==> src/design/acct_map.svh <==
// Constants of the converter control block: codes, reset values, timing counts
`ifndef ACCT_MAP_SVH
`define ACCT_MAP_SVH

// ==========================================================================
// Input selector codes
// ==========================================================================
`define ACCT_SEL_EXT_LAST 5'h0f
`define ACCT_SEL_TEMP 5'h1a
`define ACCT_SEL_BANDGAP 5'h1b
`define ACCT_SEL_RESV 5'h1c
`define ACCT_SEL_REF_HIGH 5'h1d
`define ACCT_SEL_REF_LOW 5'h1e
`define ACCT_SEL_OFF 5'h1f

// ==========================================================================
// Clock source and result format codes
// ==========================================================================
`define ACCT_CLK_BUS 2'h0
`define ACCT_CLK_BUS_HALF 2'h1
`define ACCT_CLK_ALT 2'h2
`define ACCT_CLK_LOCAL 2'h3
`define ACCT_FMT_8 2'h0
`define ACCT_FMT_12 2'h1
`define ACCT_FMT_10 2'h2

// ==========================================================================
// Reset values and timing
// ==========================================================================
`define ACCT_RESULT_RST 12'h000
`define ACCT_CHAN_COUNT 28
`define ACCT_RES_BITS 12
`define ACCT_LOCAL_DIV 4
`define ACCT_SAMPLE_SHORT 4
`define ACCT_SAMPLE_LONG 24

`endif

==> src/design/acct_pkg.sv <==
// Types of the converter control block
package acct_pkg;

    // ======================================================================
    // Configuration carried from the control ports
    // ======================================================================
    typedef struct packed {
        logic [4:0] input_select_field;
        logic [1:0] clk_source;
        logic [1:0] clock_divide_field;
        logic [1:0] result_format;
        logic continuous;
        logic trigger_select_bit;
        logic long_sample;
        logic compare_function_enable;
        logic compare_greater_equal;
    } acct_cfg_t;

    // ======================================================================
    // Power state of the device
    // ======================================================================
    typedef enum logic [1:0] {
        ACCT_PWR_RUN = 2'h0,
        ACCT_PWR_WAIT = 2'h1,
        ACCT_PWR_STOP3 = 2'h2,
        ACCT_PWR_STOP2 = 2'h3
    } acct_pwr_t;

    // ======================================================================
    // Converter sequence states
    // ======================================================================
    typedef enum logic [3:0] {
        ACCT_ST_IDLE = 4'b0001,
        ACCT_ST_SAMPLE = 4'b0010,
        ACCT_ST_APPROX = 4'b0100,
        ACCT_ST_DONE = 4'b1000
    } acct_state_t;

endpackage : acct_pkg

==> src/design/acct_sync_pulse.sv <==
// Two-flop synchroniser with rising-edge pulse output
`timescale 1ns/1ps
`include "acct_map.svh"

module acct_sync_pulse (
    // Clock and reset
    input wire logic clk_sys_i,
    input wire logic reset_n_i,
    // Asynchronous level in, one-cycle pulse out
    input wire logic async_i,
    output logic pulse_o
);
    logic meta_q, meta_d;
    logic sync_q, sync_d;
    logic last_q, last_d;

    always_comb begin
        meta_d = async_i;
        sync_d = meta_q;
        last_d = sync_q;
    end

    always_ff @(posedge clk_sys_i) begin
        if (!reset_n_i) begin
            meta_q <= 1'b0;
            sync_q <= 1'b0;
            last_q <= 1'b0;
        end else begin
            meta_q <= meta_d;
            sync_q <= sync_d;
            last_q <= last_d;
        end
    end

    // One pulse per rising edge of the input level
    assign pulse_o = sync_q & ~last_q;
endmodule : acct_sync_pulse

==> src/design/acct_ctrl.sv <==
// Converter control: input select, clock choice, triggering, approximation, compare
`timescale 1ns/1ps
`include "acct_map.svh"

//Contract
// - Decode selector onto channels, sensors, references, off
// - Reserved codes still convert, result undefined
// - Absent channel bits treated as reserved
// - Conversion clock from four selectable sources
// - Alternate clock keeps running in wait
// - Alternate clock unusable in both stop modes
// - Counter overflow starts a conversion when enabled, repeating if continuous
// - Hardware trigger works in run, wait, stop3
// - Twelve-bit linear successive approximation
// - Right-justified results in 12, 10, 8 bits
// - Single and continuous; single returns idle
// - Compare less-than or greater-equal, may interrupt
// - Done flag with interrupt request
// - Up to 16 external analog inputs
// - Control write aborts; restarts with software trigger unless off
// - Trigger select chooses software or hardware start
// - All-ones selector powers down, no extra conversion
module acct_ctrl #(
    parameter int CHAN_PRESENT = 16,
    parameter int RES_BITS = `ACCT_RES_BITS
) (
    // Clock and reset
    input wire logic clk_sys_i,
    input wire logic reset_n_i,
    // Configuration and control
    input wire acct_pkg::acct_cfg_t cfg_i,
    input wire logic ctrl_write_i,
    input wire logic result_read_i,
    input wire logic [11:0] compare_value_i,
    input wire acct_pkg::acct_pwr_t power_mode_i,
    input wire logic interrupt_enable_i,
    // Clock sources and trigger
    input wire logic local_clk_tick_i,
    input wire logic alternate_conv_clock_i,
    input wire logic hw_conv_trigger_i,
    // Analog front end
    input wire logic comparator_i,
    output logic [4:0] mux_select_o,
    output logic [27:0] chan_enable_o,
    output logic temp_enable_o,
    output logic bandgap_enable_o,
    output logic ref_high_enable_o,
    output logic ref_low_enable_o,
    output logic [11:0] dac_code_o,
    output logic analog_power_o,
    output logic sample_o,
    // Status
    output logic [11:0] result_o,
    output logic conversion_done_flag_o,
    output logic active_o,
    output logic reserved_select_o,
    output logic irq_o
);
    import acct_pkg::*;

    // Refuse widths and channel counts that the decode cannot serve
    if (RES_BITS != 12 || CHAN_PRESENT < 1 || CHAN_PRESENT > 16) begin : g_param_check
        $error("acct_ctrl: unsupported parameters");
    end

    // ======================================================================
    // Input selector decode
    // ======================================================================
    function automatic logic sel_is_reserved(input logic [4:0] sel);
        logic res;
        res = 1'b0;
        if (sel <= `ACCT_SEL_EXT_LAST) begin
            res = (32'(sel) >= CHAN_PRESENT);
        end else if (sel < `ACCT_SEL_TEMP || sel == `ACCT_SEL_RESV) begin
            res = 1'b1;
        end
        return res;
    endfunction : sel_is_reserved

    logic [4:0] sel;
    logic sel_off;
    assign sel = cfg_i.input_select_field;
    assign sel_off = (sel == `ACCT_SEL_OFF);

    always_comb begin
        chan_enable_o = 28'h0000000;
        if (!sel_off && sel < 5'(`ACCT_CHAN_COUNT) && !sel_is_reserved(sel)) begin
            chan_enable_o[sel] = 1'b1;
        end
    end
    assign mux_select_o = sel;
    assign temp_enable_o = (sel == `ACCT_SEL_TEMP);
    assign bandgap_enable_o = (sel == `ACCT_SEL_BANDGAP);
    assign ref_high_enable_o = (sel == `ACCT_SEL_REF_HIGH);
    assign ref_low_enable_o = (sel == `ACCT_SEL_REF_LOW);
    assign reserved_select_o = sel_is_reserved(sel);

    // ======================================================================
    // Conversion clock enable
    // ======================================================================
    logic alt_tick;
    logic half_q, half_d;
    logic src_tick;
    logic alt_ok;
    logic [2:0] div_cnt_q, div_cnt_d;
    logic [2:0] div_last;
    logic conv_tick;

    acct_sync_pulse u_alt_sync (
        .clk_sys_i(clk_sys_i),
        .reset_n_i(reset_n_i),
        .async_i(alternate_conv_clock_i),
        .pulse_o(alt_tick)
    );

    // Alternate clock runs in run and wait, never in stop modes
    assign alt_ok = (power_mode_i == ACCT_PWR_RUN) || (power_mode_i == ACCT_PWR_WAIT);

    always_comb begin
        half_d = ~half_q;
        unique case (cfg_i.clk_source)
            `ACCT_CLK_BUS: src_tick = 1'b1;
            `ACCT_CLK_BUS_HALF: src_tick = half_q;
            `ACCT_CLK_ALT: src_tick = alt_tick & alt_ok;
            `ACCT_CLK_LOCAL: src_tick = local_clk_tick_i;
        endcase
        div_last = 3'((1 << cfg_i.clock_divide_field) - 1);
        div_cnt_d = div_cnt_q;
        conv_tick = 1'b0;
        if (src_tick) begin
            if (div_cnt_q >= div_last) begin
                div_cnt_d = 3'h0;
                conv_tick = 1'b1;
            end else begin
                div_cnt_d = div_cnt_q + 3'h1;
            end
        end
    end

    always_ff @(posedge clk_sys_i) begin
        if (!reset_n_i) begin
            half_q <= 1'b0;
            div_cnt_q <= 3'h0;
        end else begin
            half_q <= half_d;
            div_cnt_q <= div_cnt_d;
        end
    end

    // ======================================================================
    // Hardware trigger
    // ======================================================================
    logic hw_pulse;
    acct_sync_pulse u_trig_sync (
        .clk_sys_i(clk_sys_i),
        .reset_n_i(reset_n_i),
        .async_i(hw_conv_trigger_i),
        .pulse_o(hw_pulse)
    );

    // Stop2 powers the counter trigger path down
    logic hw_start;
    assign hw_start = hw_pulse && cfg_i.trigger_select_bit && !sel_off
        && power_mode_i != ACCT_PWR_STOP2;

    // ======================================================================
    // Approximation sequencer
    // ======================================================================
    acct_state_t state_q, state_d;
    logic [4:0] cnt_q, cnt_d;
    logic [11:0] sar_q, sar_d;
    logic [11:0] result_q, result_d;
    logic done_q, done_d;
    logic armed_q, armed_d;
    logic [4:0] sample_len;
    logic [11:0] trial_bit;
    logic [11:0] formatted;
    logic cmp_true;

    assign sample_len = cfg_i.long_sample ? 5'(`ACCT_SAMPLE_LONG) : 5'(`ACCT_SAMPLE_SHORT);
    assign trial_bit = 12'h800 >> cnt_q[3:0];

    always_comb begin
        unique case (cfg_i.result_format)
            `ACCT_FMT_8: formatted = {4'h0, sar_q[11:4]};
            `ACCT_FMT_10: formatted = {2'h0, sar_q[11:2]};
            default: formatted = sar_q;
        endcase
        if (cfg_i.compare_greater_equal) begin
            cmp_true = (formatted >= compare_value_i);
        end else begin
            cmp_true = (formatted < compare_value_i);
        end
    end

    always_comb begin
        state_d = state_q;
        cnt_d = cnt_q;
        sar_d = sar_q;
        result_d = result_q;
        done_d = done_q;
        armed_d = armed_q;
        if (result_read_i) begin
            done_d = 1'b0;
        end
        unique case (state_q)
            ACCT_ST_IDLE: begin
                if (hw_start) begin
                    armed_d = cfg_i.continuous;
                    state_d = ACCT_ST_SAMPLE;
                    cnt_d = 5'h00;
                end else if (armed_q && !sel_off) begin
                    state_d = ACCT_ST_SAMPLE;
                    cnt_d = 5'h00;
                end
            end
            ACCT_ST_SAMPLE: begin
                if (conv_tick) begin
                    if (cnt_q + 5'h01 >= sample_len) begin
                        state_d = ACCT_ST_APPROX;
                        cnt_d = 5'h00;
                        sar_d = 12'h800;
                    end else begin
                        cnt_d = cnt_q + 5'h01;
                    end
                end
            end
            ACCT_ST_APPROX: begin
                if (conv_tick) begin
                    // Keep the trial bit when the input is above the DAC level
                    sar_d = comparator_i ? sar_q : (sar_q & ~trial_bit);
                    if (cnt_q == 5'(RES_BITS - 1)) begin
                        state_d = ACCT_ST_DONE;
                    end else begin
                        sar_d = sar_d | (trial_bit >> 1);
                        cnt_d = cnt_q + 5'h01;
                    end
                end
            end
            ACCT_ST_DONE: begin
                if (!cfg_i.compare_function_enable || cmp_true) begin
                    result_d = formatted;
                    done_d = 1'b1;
                end
                // Single mode drops back to idle by itself
                if (!cfg_i.continuous) begin
                    armed_d = 1'b0;
                end
                state_d = ACCT_ST_IDLE;
            end
            default: state_d = ACCT_ST_IDLE;
        endcase
        // A control write outranks every transition chosen above
        if (ctrl_write_i) begin
            done_d = 1'b0;
            state_d = ACCT_ST_IDLE;
            armed_d = !sel_off && (!cfg_i.trigger_select_bit || armed_q);
            if (sel_off) begin
                armed_d = 1'b0;
            end else if (cfg_i.trigger_select_bit) begin
                armed_d = 1'b0;
            end
        end else if (sel_off) begin
            state_d = ACCT_ST_IDLE;
            armed_d = 1'b0;
        end
    end

    always_ff @(posedge clk_sys_i) begin
        if (!reset_n_i) begin
            state_q <= ACCT_ST_IDLE;
            cnt_q <= 5'h00;
            sar_q <= 12'h000;
            result_q <= `ACCT_RESULT_RST;
            done_q <= 1'b0;
            armed_q <= 1'b0;
        end else begin
            state_q <= state_d;
            cnt_q <= cnt_d;
            sar_q <= sar_d;
            result_q <= result_d;
            done_q <= done_d;
            armed_q <= armed_d;
        end
    end

    // ======================================================================
    // Outputs
    // ======================================================================
    assign active_o = (state_q != ACCT_ST_IDLE);
    assign analog_power_o = active_o && !sel_off;
    assign sample_o = (state_q == ACCT_ST_SAMPLE);
    assign dac_code_o = sar_q;
    assign result_o = result_q;
    assign conversion_done_flag_o = done_q;
    assign irq_o = done_q & interrupt_enable_i;
endmodule : acct_ctrl

==> config.mk <==
export PLATFORM = sky130hd
export DESIGN_NAME = acct_ctrl
export DESIGN_NICKNAME = d
export VERILOG_FILES = /design/src/design/acct_pkg.sv /design/src/design/acct_sync_pulse.sv /design/src/design/acct_ctrl.sv
export VERILOG_INCLUDE_DIRS = /design/src /design/src/design
export SDC_FILE = /design/constraint.sdc
export NUM_CORES = 1
export LEC_CHECK = 0
export BUFFER_PORTS_ARGS = -buffer_cell sky130_fd_sc_hd__buf_2
export CAP_MARGIN = 20
export CORE_MARGIN = 2
export CORE_UTILIZATION = 45
export CTS_CLUSTER_SIZE = 40
export DETAILED_ROUTE_END_ITERATION = 16
export HOLD_SLACK_MARGIN = 0.03
export PLACE_DENSITY_LB_ADDON = 0.3
export SLEW_MARGIN = 20
export SYNTH_ARGS = -nofsm -noshare
export SYNTH_HDL_FRONTEND = slang
export SYNTH_SLANG_ARGS = --single-unit
export TNS_END_PERCENT = 10
==> constraint.sdc <==
create_clock -name clk_sys_i -period 3.9 [get_ports clk_sys_i]
set_input_delay 0.585 -clock clk_sys_i [delete_from_list [all_inputs] [get_ports clk_sys_i]]
set_output_delay 0.585 -clock clk_sys_i [all_outputs]
set_load 0.03 [all_outputs]
* Word-level counts from Yosys, hierarchy flattened
Cells that the tools add are included.
** Word-level totals
- Bits in latches :: 0
- Register bits :: 45
- Logic and storage cells :: 138
- Output and inout bits :: 67
- Memories :: 0
- Memory bits (read-only) :: 0
- Bits of input ports :: 39
- Memory bits (writable) :: 0
** Operators by class
- Mux-type cells :: 42
- Eq/ne operators :: 26
- $add $sub $neg :: 3
- Reduce and logical (&&, ||, !) cells :: 30
- Bitwise gates (word level) :: 11
- Magnitude comparators :: 10
- Divide/modulo/power cells :: 0
- $mul :: 0
- Shift operators :: 2
** Operators with widths (number)
- 12-bit 2-to-1 mux :: 5
- 12-bit case mux with 2 select lines :: 2
- 5-bit 2-to-1 mux :: 7
- 5-bit == test, second input constant :: 6
- 28-bit 2-to-1 mux :: 1
- 4-bit 2-to-1 mux :: 6
- 1-bit 2-to-1 mux :: 15
- 5-bit case mux with 3 select lines :: 1
- 12-bit AND :: 1
- 12-bit >= comparator :: 1
- 12-bit less-than comparator :: 1
- 12-bit inverter :: 1
- 12-bit by 11-bit bitwise OR with 12-bit output :: 1
- 4-bit case mux with 3 select lines :: 1
- 12-bit by 4-bit >> shifter with 12-bit output, first input constant :: 1
- 5-bit less-than comparator, second input constant :: 2
- 5-bit AND reduction :: 2
- 1-bit logical AND :: 9
- 2-bit inequality test, second input constant :: 4
- 4-bit inequality test, second input constant :: 2
- 2-bit == test, second input constant :: 3
- 2-bit zero test :: 3
- 5-bit by 6-bit less-than comparator with 1-bit output, second input constant :: 1
- 5-bit by 1-bit adder with 5-bit output, second input constant :: 1
- other kinds (33) :: 47

* Longest topological paths before layout
Gate-level depths: netlist (run 1).
- Depth in word-level cells :: 9
- Mapped depth :: 12
- Depth with buffers taken out :: 10

* By module
Synthesis (run 1) repeated with hierarchy kept, for this count alone.
** Unflattened totals
- Cells, all modules :: 398
- Area total of the unflattened synthesis :: 3165.5 µm²
** By module, submodules not included
- acct_ctrl :: cells an instance 384, times used 1, sequential area each 780.7 µm², area an instance 2980.4 µm²
- acct_sync_pulse :: cells an instance 7, times used 2, sequential area each 60.1 µm², area an instance 92.6 µm²

* Worst setup path before layout (run 1)
OpenSTA, ideal clock, no wires.
- Path kind :: input port to flip-flop
- From :: input cfg_i[6] (netlist name)
- To :: register result_q[10] (netlist: result_o[10])
- Path buffers :: 2
- Stages :: 11
- Path slack :: 606 ps
- Setup time :: 72 ps
- Arrival time :: 3222 ps
- Required time :: 3828 ps
- Cells stage by stage :: clkbuf_1 mux2i_1 o21ai_0 ha_1 a21oi_1 a311oi_1 a2111oi_0 mux2_2 o21ai_2 buf_6 mux2i_1
** On the way
- Word-level cells in the longest chain between the ends :: 6
- Elaborated cells between the ends (all ways) :: 8
- Those cells by class :: order compare (2); eq/ne (1); mux (2); reduce/logical (3)
** Ends and longest elaborated chain
- from (decl) :: line acct_ctrl.sv:31 : input wire acct_pkg::acct_cfg_t cfg_i,
- 2-bit == test or 2-bit zero test (tied branches) :: line acct_ctrl.sv:184 : unique case (cfg_i.result_format)
- 12-bit case mux with 2 select lines * :: line acct_ctrl.sv:184
- named net formatted[3] :: line acct_ctrl.sv:177 : logic [11:0] formatted;
- 12-bit less-than comparator or 12-bit >= comparator (tied branches) :: line acct_ctrl.sv:192, acct_ctrl.sv:190
- 1-bit 2-to-1 mux * :: line acct_ctrl.sv:189 : if (cfg_i.compare_greater_equal) begin
- 1-bit logical OR * :: line acct_ctrl.sv:241 : if (!cfg_i.compare_function_enable || cmp_true) begin
- 2-bit AND reduction (no line) *
- to (signal assigned) :: line acct_ctrl.sv:274 : result_q <= `ACCT_RESULT_RST;
- to (signal assigned) :: line acct_ctrl.sv:281 : result_q <= result_d;
- to (decl) :: line acct_ctrl.sv:172 : logic [11:0] result_q, result_d;
The timed path passes the listed nets; every way through them passes the cells marked *.
A chain may end at the register's enable or synchronous reset.

* Worst setup path in the final report (run 1)
- From :: input cfg_i[6] (netlist name)
- To :: register result_q[6] (netlist: result_o[6])
The elaborated chain is that of the path after synthesis.

==> results of run 1 <==
## layer usage
| layer | wire [µm] | up-vias | GRT usage, % | part of all wire [%] |
|---|---|---|---|---|
| met5 | 0 | - | 0 | 0 |
| met4 | 114 | 0 | 6.85 | 1.5 |
| met3 | 429 | 11 | 3.49 | 5.7 |
| met2 | 3580 | 92 | 34.0 | 48 |
| met1 | 3400 | 1327 | 25.4 | 45 |
| li1 | - | 1516 | - | - |
## state kept, by name, summed over array words and instances, names as in the netlist
name                    count
armed_q                     1
cnt_q                       5
conversion_done_flag_o      1
dac_code_o                 12
div_cnt_q                   3
half_q                      1
result_o                   12
state_q                     4
u_alt_sync.last_d           1
u_alt_sync.last_q           1
u_alt_sync.meta_q           1
u_trig_sync.last_d          1
u_trig_sync.last_q          1
u_trig_sync.meta_q          1
## placed cells by master, fill, tap and decap left out, types with 5 or more instances in the layout
master,n
buf_2,95
nand2_1,54
dfxtp_1,45
nor2_1,35
inv_1,27
ha_1,26
mux2i_1,21
a21oi_1,15
o21ai_0,12
o21ai_1,12
nand2b_1,11
o211ai_1,10
conb_1,10
and2_1,9
nand3_1,9
nor2b_1,5
clkbuf_8,5
## logic make-up (layout without fill, tap and decap cells)
| group | Yosys count | in the layout | share of synthesized area, % |
|---|---|---|---|
| AOI/OAI and AO/OA | 83 | 83 | 18.5 |
| xor gates and xnor gates | 5 | 5 | 1.39 |
| adders and majority gates | 26 | 26 | 10.3 |
| buffers and inverters | 64 | 136 | 9.87 |
| DFF | 45 | 45 | 28.5 |
| muxes | 22 | 22 | 7.02 |
| other | 1 | 10 | 0.119 |
| and+or+nand+nor | 151 | 151 | 24.2 |
## worst max-delay path: stages
cell	delay, ns
buf_2	0.25
mux2i_1	0.22
o21ai_0	0.13
ha_1	0.35
a21oi_1	0.14
o21ai_0	0.10
a2111oi_0	0.51
mux2_2	0.40
o21ai_2	0.11
buf_4	0.25
mux2i_1	0.22
## worst min path at each step
stage	start	end	slack, ns	cells after the start
after floorplan	half_q	half_q	0.39	1
after global placement	half_q	half_q	0.40	1
after detailed placement	half_q	half_q	0.40	1
after CTS	half_q	half_q	0.42	1
after global routing	half_q	half_q	0.44	1
final	half_q	half_q	0.42	1
## power groups by stage
| stage | combinational (W) | sequential [W] | clock [W] |
|---|---|---|---|
| after floorplan | 0.000118 | 0.000481 | 0 |
| after global placement | 0.000148 | 0.000482 | 0 |
| after detailed placement | 0.000152 | 0.000482 | 0 |
| after CTS | 0.000153 | 0.000472 | 0.000316 |
| after global routing | 0.000168 | 0.000473 | 0.000337 |
| final | 0.000152 | 0.000472 | 0.000310 |
## through the flow
stage	area [µm²]	utilization, %	setup WS [ns]	cells
finish	3710	54.6	0.861	574
global route	3710	54.6	0.625	574
CTS	3710	54.6	0.863	574
detailed placement	3610	53.2	0.531	566
global placement	3610	53.2	0.720	566
floorplan	3190	-	0.606	406
## area by class of cell
class,count,area (µm²),area share [%]
clock buffers,5,68.8,1.86
clock inverters,3,25.0,0.675
inverters,29,109,2.94
multi-input cells,297,1980,53.4
flip-flops and latches,45,901,24.3
well taps,96,120,3.24
repair buffers,99,505,13.6
==> impl_metrics.yaml, run 1 <==
status:
  status: "completed"
routing:
  viasPerCell: 5.13
  drc: 0
  wl_per_cell_um: 13.1
  dr_total_vias: 2946
  routed_wl_mm: 7.52
  firstDrtPassIters: 4
  drt_iter0_drc: 151
  ant_nets: 0
floorplan:
  dieHeight_um: 87.8
  die_width_um: 87.8
  io_pins: 106
  coreArea_um2: 6790
  core.rowCount: 30
  initial_core_util_pct: 46.5
  dieArea_um2: 7700
grt:
  grt_usage_pct: 19.9
  grt_pass1_wl_mm: 12.4
  grt_max_degree: 51
  overflow: 0
  grt_pass1_vias: 2789
  antenna_found_initial: 0
timing:
  finalMaxSlewViolations: 0
  fin_setup_tns_ns: 0
  finalHoldViolations: 0
  finalClockSkew_ns: 0.00676
  rsz0062_at_grt: "false"
  holdWs_ns: 0.419
  setup_viol: 0
  maxClockFrequency_mhz: 329
  min_period_ns: 3.04
  worst_pin_slew_ns: 0.657
  finalCritPeriodShare_pct: 77.9
  max_slew_margin_pct: 55.6
clocking:
  clock_sinks: 45
  tritoncts: "done"
  cts_htree_levels: 2
  hold_buffers: 0
  cts_buffer_depth: 2
  cts_buffers: 5
  cts-resized-gates: 0
  clock_latency_ns: 0.31
  postCtsSetupBuffers: 0
  path_clk_slew_ns: 0.09
  cts_root_buf: "clkbuf_8"
synthesis:
  synth-main-ff-cell: "dfxtp_1"
  yosys-top-cells-area: "dfxtp_1 (29%), ha_1 (10%), mux2i_1 (6.7%)"
  synth_top_area_share_pct: 28.5
  ys_warn_count: 0
  yosys.area.top_type: "dfxtp_1"
  synth-seq-cells: 45
  yosysMostFrequentCell: "nand2_1"
  syn_avg_cell_area_um2: 7.95
  synth-async-reset-ratio_pct: 0
  synth_common_cells: "nand2_1 (54), dfxtp_1 (45), nor2_1 (35)"
  syn-cell-area_um2: 3160
  netlist_instances: 397
  synth.yosys.seq_area_share_pct: 28.5
  synth_edf_count: 0
  synthDistinctLibCells: 54
cells_and_area:
  antenna_cells: 0
  nets: 542
  drive_gt1_share_pct: 27.0
  syn2layout_area_growth_pct: 17.4
  n_fill_cell: 659
pwr:
  switchingPower_w: 0.000285
  combPwrFrac_pct: 16.3
  p_total_w: 0.000934
  seq_power_share_pct: 50.5
  p_clk_share_pct: 33.2
  leakage_nw: 1.82
  power_density_nw_per_um2: 252
  ir_drop_v: 0.000127
  p_int_w: 0.000649
  p_sw_share_pct: 30.5
job:
  max_cap_violations: 0
setup_path:
  end_kind: "flip-flop"
  critPathRequiredTime_ns: 4.13
  critPathKind: "input port to flip-flop"
  crit_arrival_ns: 3.27
  r2r_end: "result_o[6]"
  path_max_fanout: 13
  critPathLaunch: "cfg_i[6]"
  r2r_start: "dac_code_o[4]"
  crit_path_end: "result_o[6]"
  cp-start-kind: "input port"
  r2r_cells: 10
  r2r_setup_slack_ns: 0.97
placement:
  portBuffers: 95
  dpl.hpwl_mm: 5.97
  gp_congestion: 0.831
worst_hold_path:
  hold_path.class: "flip-flop to flip-flop"
Power figures use the tool's default switching activity.
==> run 2, diff against run 1 <==
Clock period 3.9 ns to 2.75 ns, I/O delays scaled along.
==> run 2 against run 1 <==
Net effect:
- register-to-register slack got worse by 0.84 ns
- non-clock buffer count grew 16
- clock power grew 71%
- die area is the same
- flip-flop and latch count did not move
- sequential share of layout area fell by 1.1 points
- count of clock-buffer cells in the layout grew 1
- critical path type unchanged
- hold slack worse by 0.10 ns
- sequential power up 42%
- global-route usage up 0.055 points
- combinational power increased by 43%
- core utilization grew 2.8 points
==> impl_metrics.yaml, run 2 (synthesis gave the netlist of run 1 again) <==
setup_path:
  critPathKind: "input port to flip-flop"
  end_kind: "flip-flop"
  path_max_fanout: 13
  critPathRequiredTime_ns: 2.98
  crit_arrival_ns: 2.85
  cp-start-kind: "input port"
routing:
  viasPerCell: 5.09
  routed_wl_mm: 7.52
  ant_nets: 0
  wl_per_cell_um: 12.8
  dr_total_vias: 3004
  firstDrtPassIters: 4
  drt_iter0_drc: 88
  drc: 0
cells_and_area:
  drive_gt1_share_pct: 30.4
  nets: 558
  antenna_cells: 0
  register_area_um2: 906
  multi_input_area_um2: 1990
  syn2layout_area_growth_pct: 23.5
  final_common_cell: "buf_2"
  design_area_um2: 3900
  n_fill_cell: 649
  final_cell_mix: "buf_2 (94), nand2_1 (54), dfxtp_1 (41)"
pwr:
  power_density_nw_per_um2: 363
  p_int_w: 0.00103
  switchingPower_w: 0.000383
  seq_power_share_pct: 47.3
  ir_drop_v: 0.000269
  p_clk_share_pct: 37.4
  leakage_nw: 1.94
  p_sw_share_pct: 27.0
  p_total_w: 0.00142
  combPwrFrac_pct: 15.3
grt:
  grt_pass1_wl_mm: 12.5
  antenna_found_initial: 0
  grt_max_degree: 29
  grt_use_met1_pct: 25.8
  use_met3_pct: 4.15
  grt_usage_pct: 20.0
  overflow: 0
  use_met2_pct: 33.7
  busiest_layer: "met2"
  grt_pass1_vias: 2789
clocking:
  cts_root_buf: "clkbuf_8"
  cts_htree_levels: 2
  clock_latency_ns: 0.31
  cts_buffer_depth: 2
  clock_sinks: 45
  tritoncts: "done"
  path_clk_slew_ns: 0.08
  cts_buffers: 5
  postCtsSetupBuffers: 0
floorplan:
  core.rowCount: 30
  die_width_um: 87.8
  dieHeight_um: 87.8
  io_pins: 106
  initial_core_util_pct: 46.5
  dieArea_um2: 7700
  coreArea_um2: 6790
timing:
  finalHoldViolations: 0
  finalCritPeriodShare_pct: 95.3
  maxClockFrequency_mhz: 381
  max_slew_margin_pct: 46.8
  finalMaxSlewViolations: 0
  worst_pin_slew_ns: 0.787
  min_period_ns: 2.62
  rsz0062_at_grt: "false"
  setup_viol: 0
  finalClockSkew_ns: 0.0106
job:
  max_cap_violations: 0
placement:
  gp_congestion: 0.869
  dpl.hpwl_mm: 6.00
  dpl_cell_area_um2: 3770
  portBuffers: 95
status:
  status: "completed"
worst_hold_path:
  hold_path.class: "input port to flip-flop"
-- run 2: cell count changes in the layout (fill, tap and decap cells not counted), sizes merged --
cell    delta
inv        -1
clkinv     -1
buf       +15
clkbuf     +2
bufinv     +1
-- run 2: final timing paths --
kind,startpoint,end,slack [ns],cells after the start
max,cfg_i[6],result_o[8],0.13,11
max reg2reg,dac_code_o[8],result_o[8],0.13,10
min,hw_conv_trigger_i,u_trig_sync.meta_q,0.32,2
min reg2reg,half_q,half_q,0.42,1
-- run 2: critical path, stage by stage --
cell and delay (ns):
clkbuf_4 0.20, mux2i_1 0.20, o21ai_1 0.11, ha_1 0.34, a21oi_1 0.12, o21ai_0 0.11
a2111oi_1 0.40, mux2_2 0.41, o21ai_4 0.17, buf_12 0.17, mux2i_1 0.20
-- run 2: timing repair --
action | CTS | global route
setup endpoints to repair | 12 | 13
resized for setup | 1 | 10
pin swaps | 0 | 1
hold buffers | 0 | 0
-- run 2: power groups by stage --
stage | clock network, W | registers (W) | logic (W)
detailed placement | 0 | 0.000685 | 0.000215
finish | 0.000529 | 0.000670 | 0.000217
floorplan | 0 | 0.000683 | 0.000171
CTS | 0.000540 | 0.000669 | 0.000216
global route | 0.000561 | 0.000672 | 0.000242
global placement | 0 | 0.000684 | 0.000212
-- run 2: stage by stage --
step	setup TNS (ns)	setup WS, ns	hold slack, ns	utilization (%)	cells
CTS	0	0.0233	0.309	57.2	590
global route	0	0.0125	0.332	57.4	590
floorplan	0	0.00515	0.386	-	406
detailed placement	-3.43	-0.289	0.408	55.5	582
finish	0	0.128	0.318	57.4	590
global placement	-2.16	-0.173	0.398	55.5	582
-- run 2: final cells by class --
type	instances	share of cell area, %
repair buffers	115	16.8
clock inverters	2	0.963
inverters	29	2.79
well taps	96	3.08
flip-flops and latches	45	23.2
clock buffers	6	2.12
multi-input cells	297	51.1
-- run 2: metal layers --
layer | vias to the layer above | wire, µm | share of wire (%)
met5 | - | 0 | 0
met4 | 0 | 98 | 1.3
met3 | 10 | 411 | 5.5
met2 | 86 | 3500 | 46
met1 | 1366 | 3520 | 47
li1 | 1542 | - | -
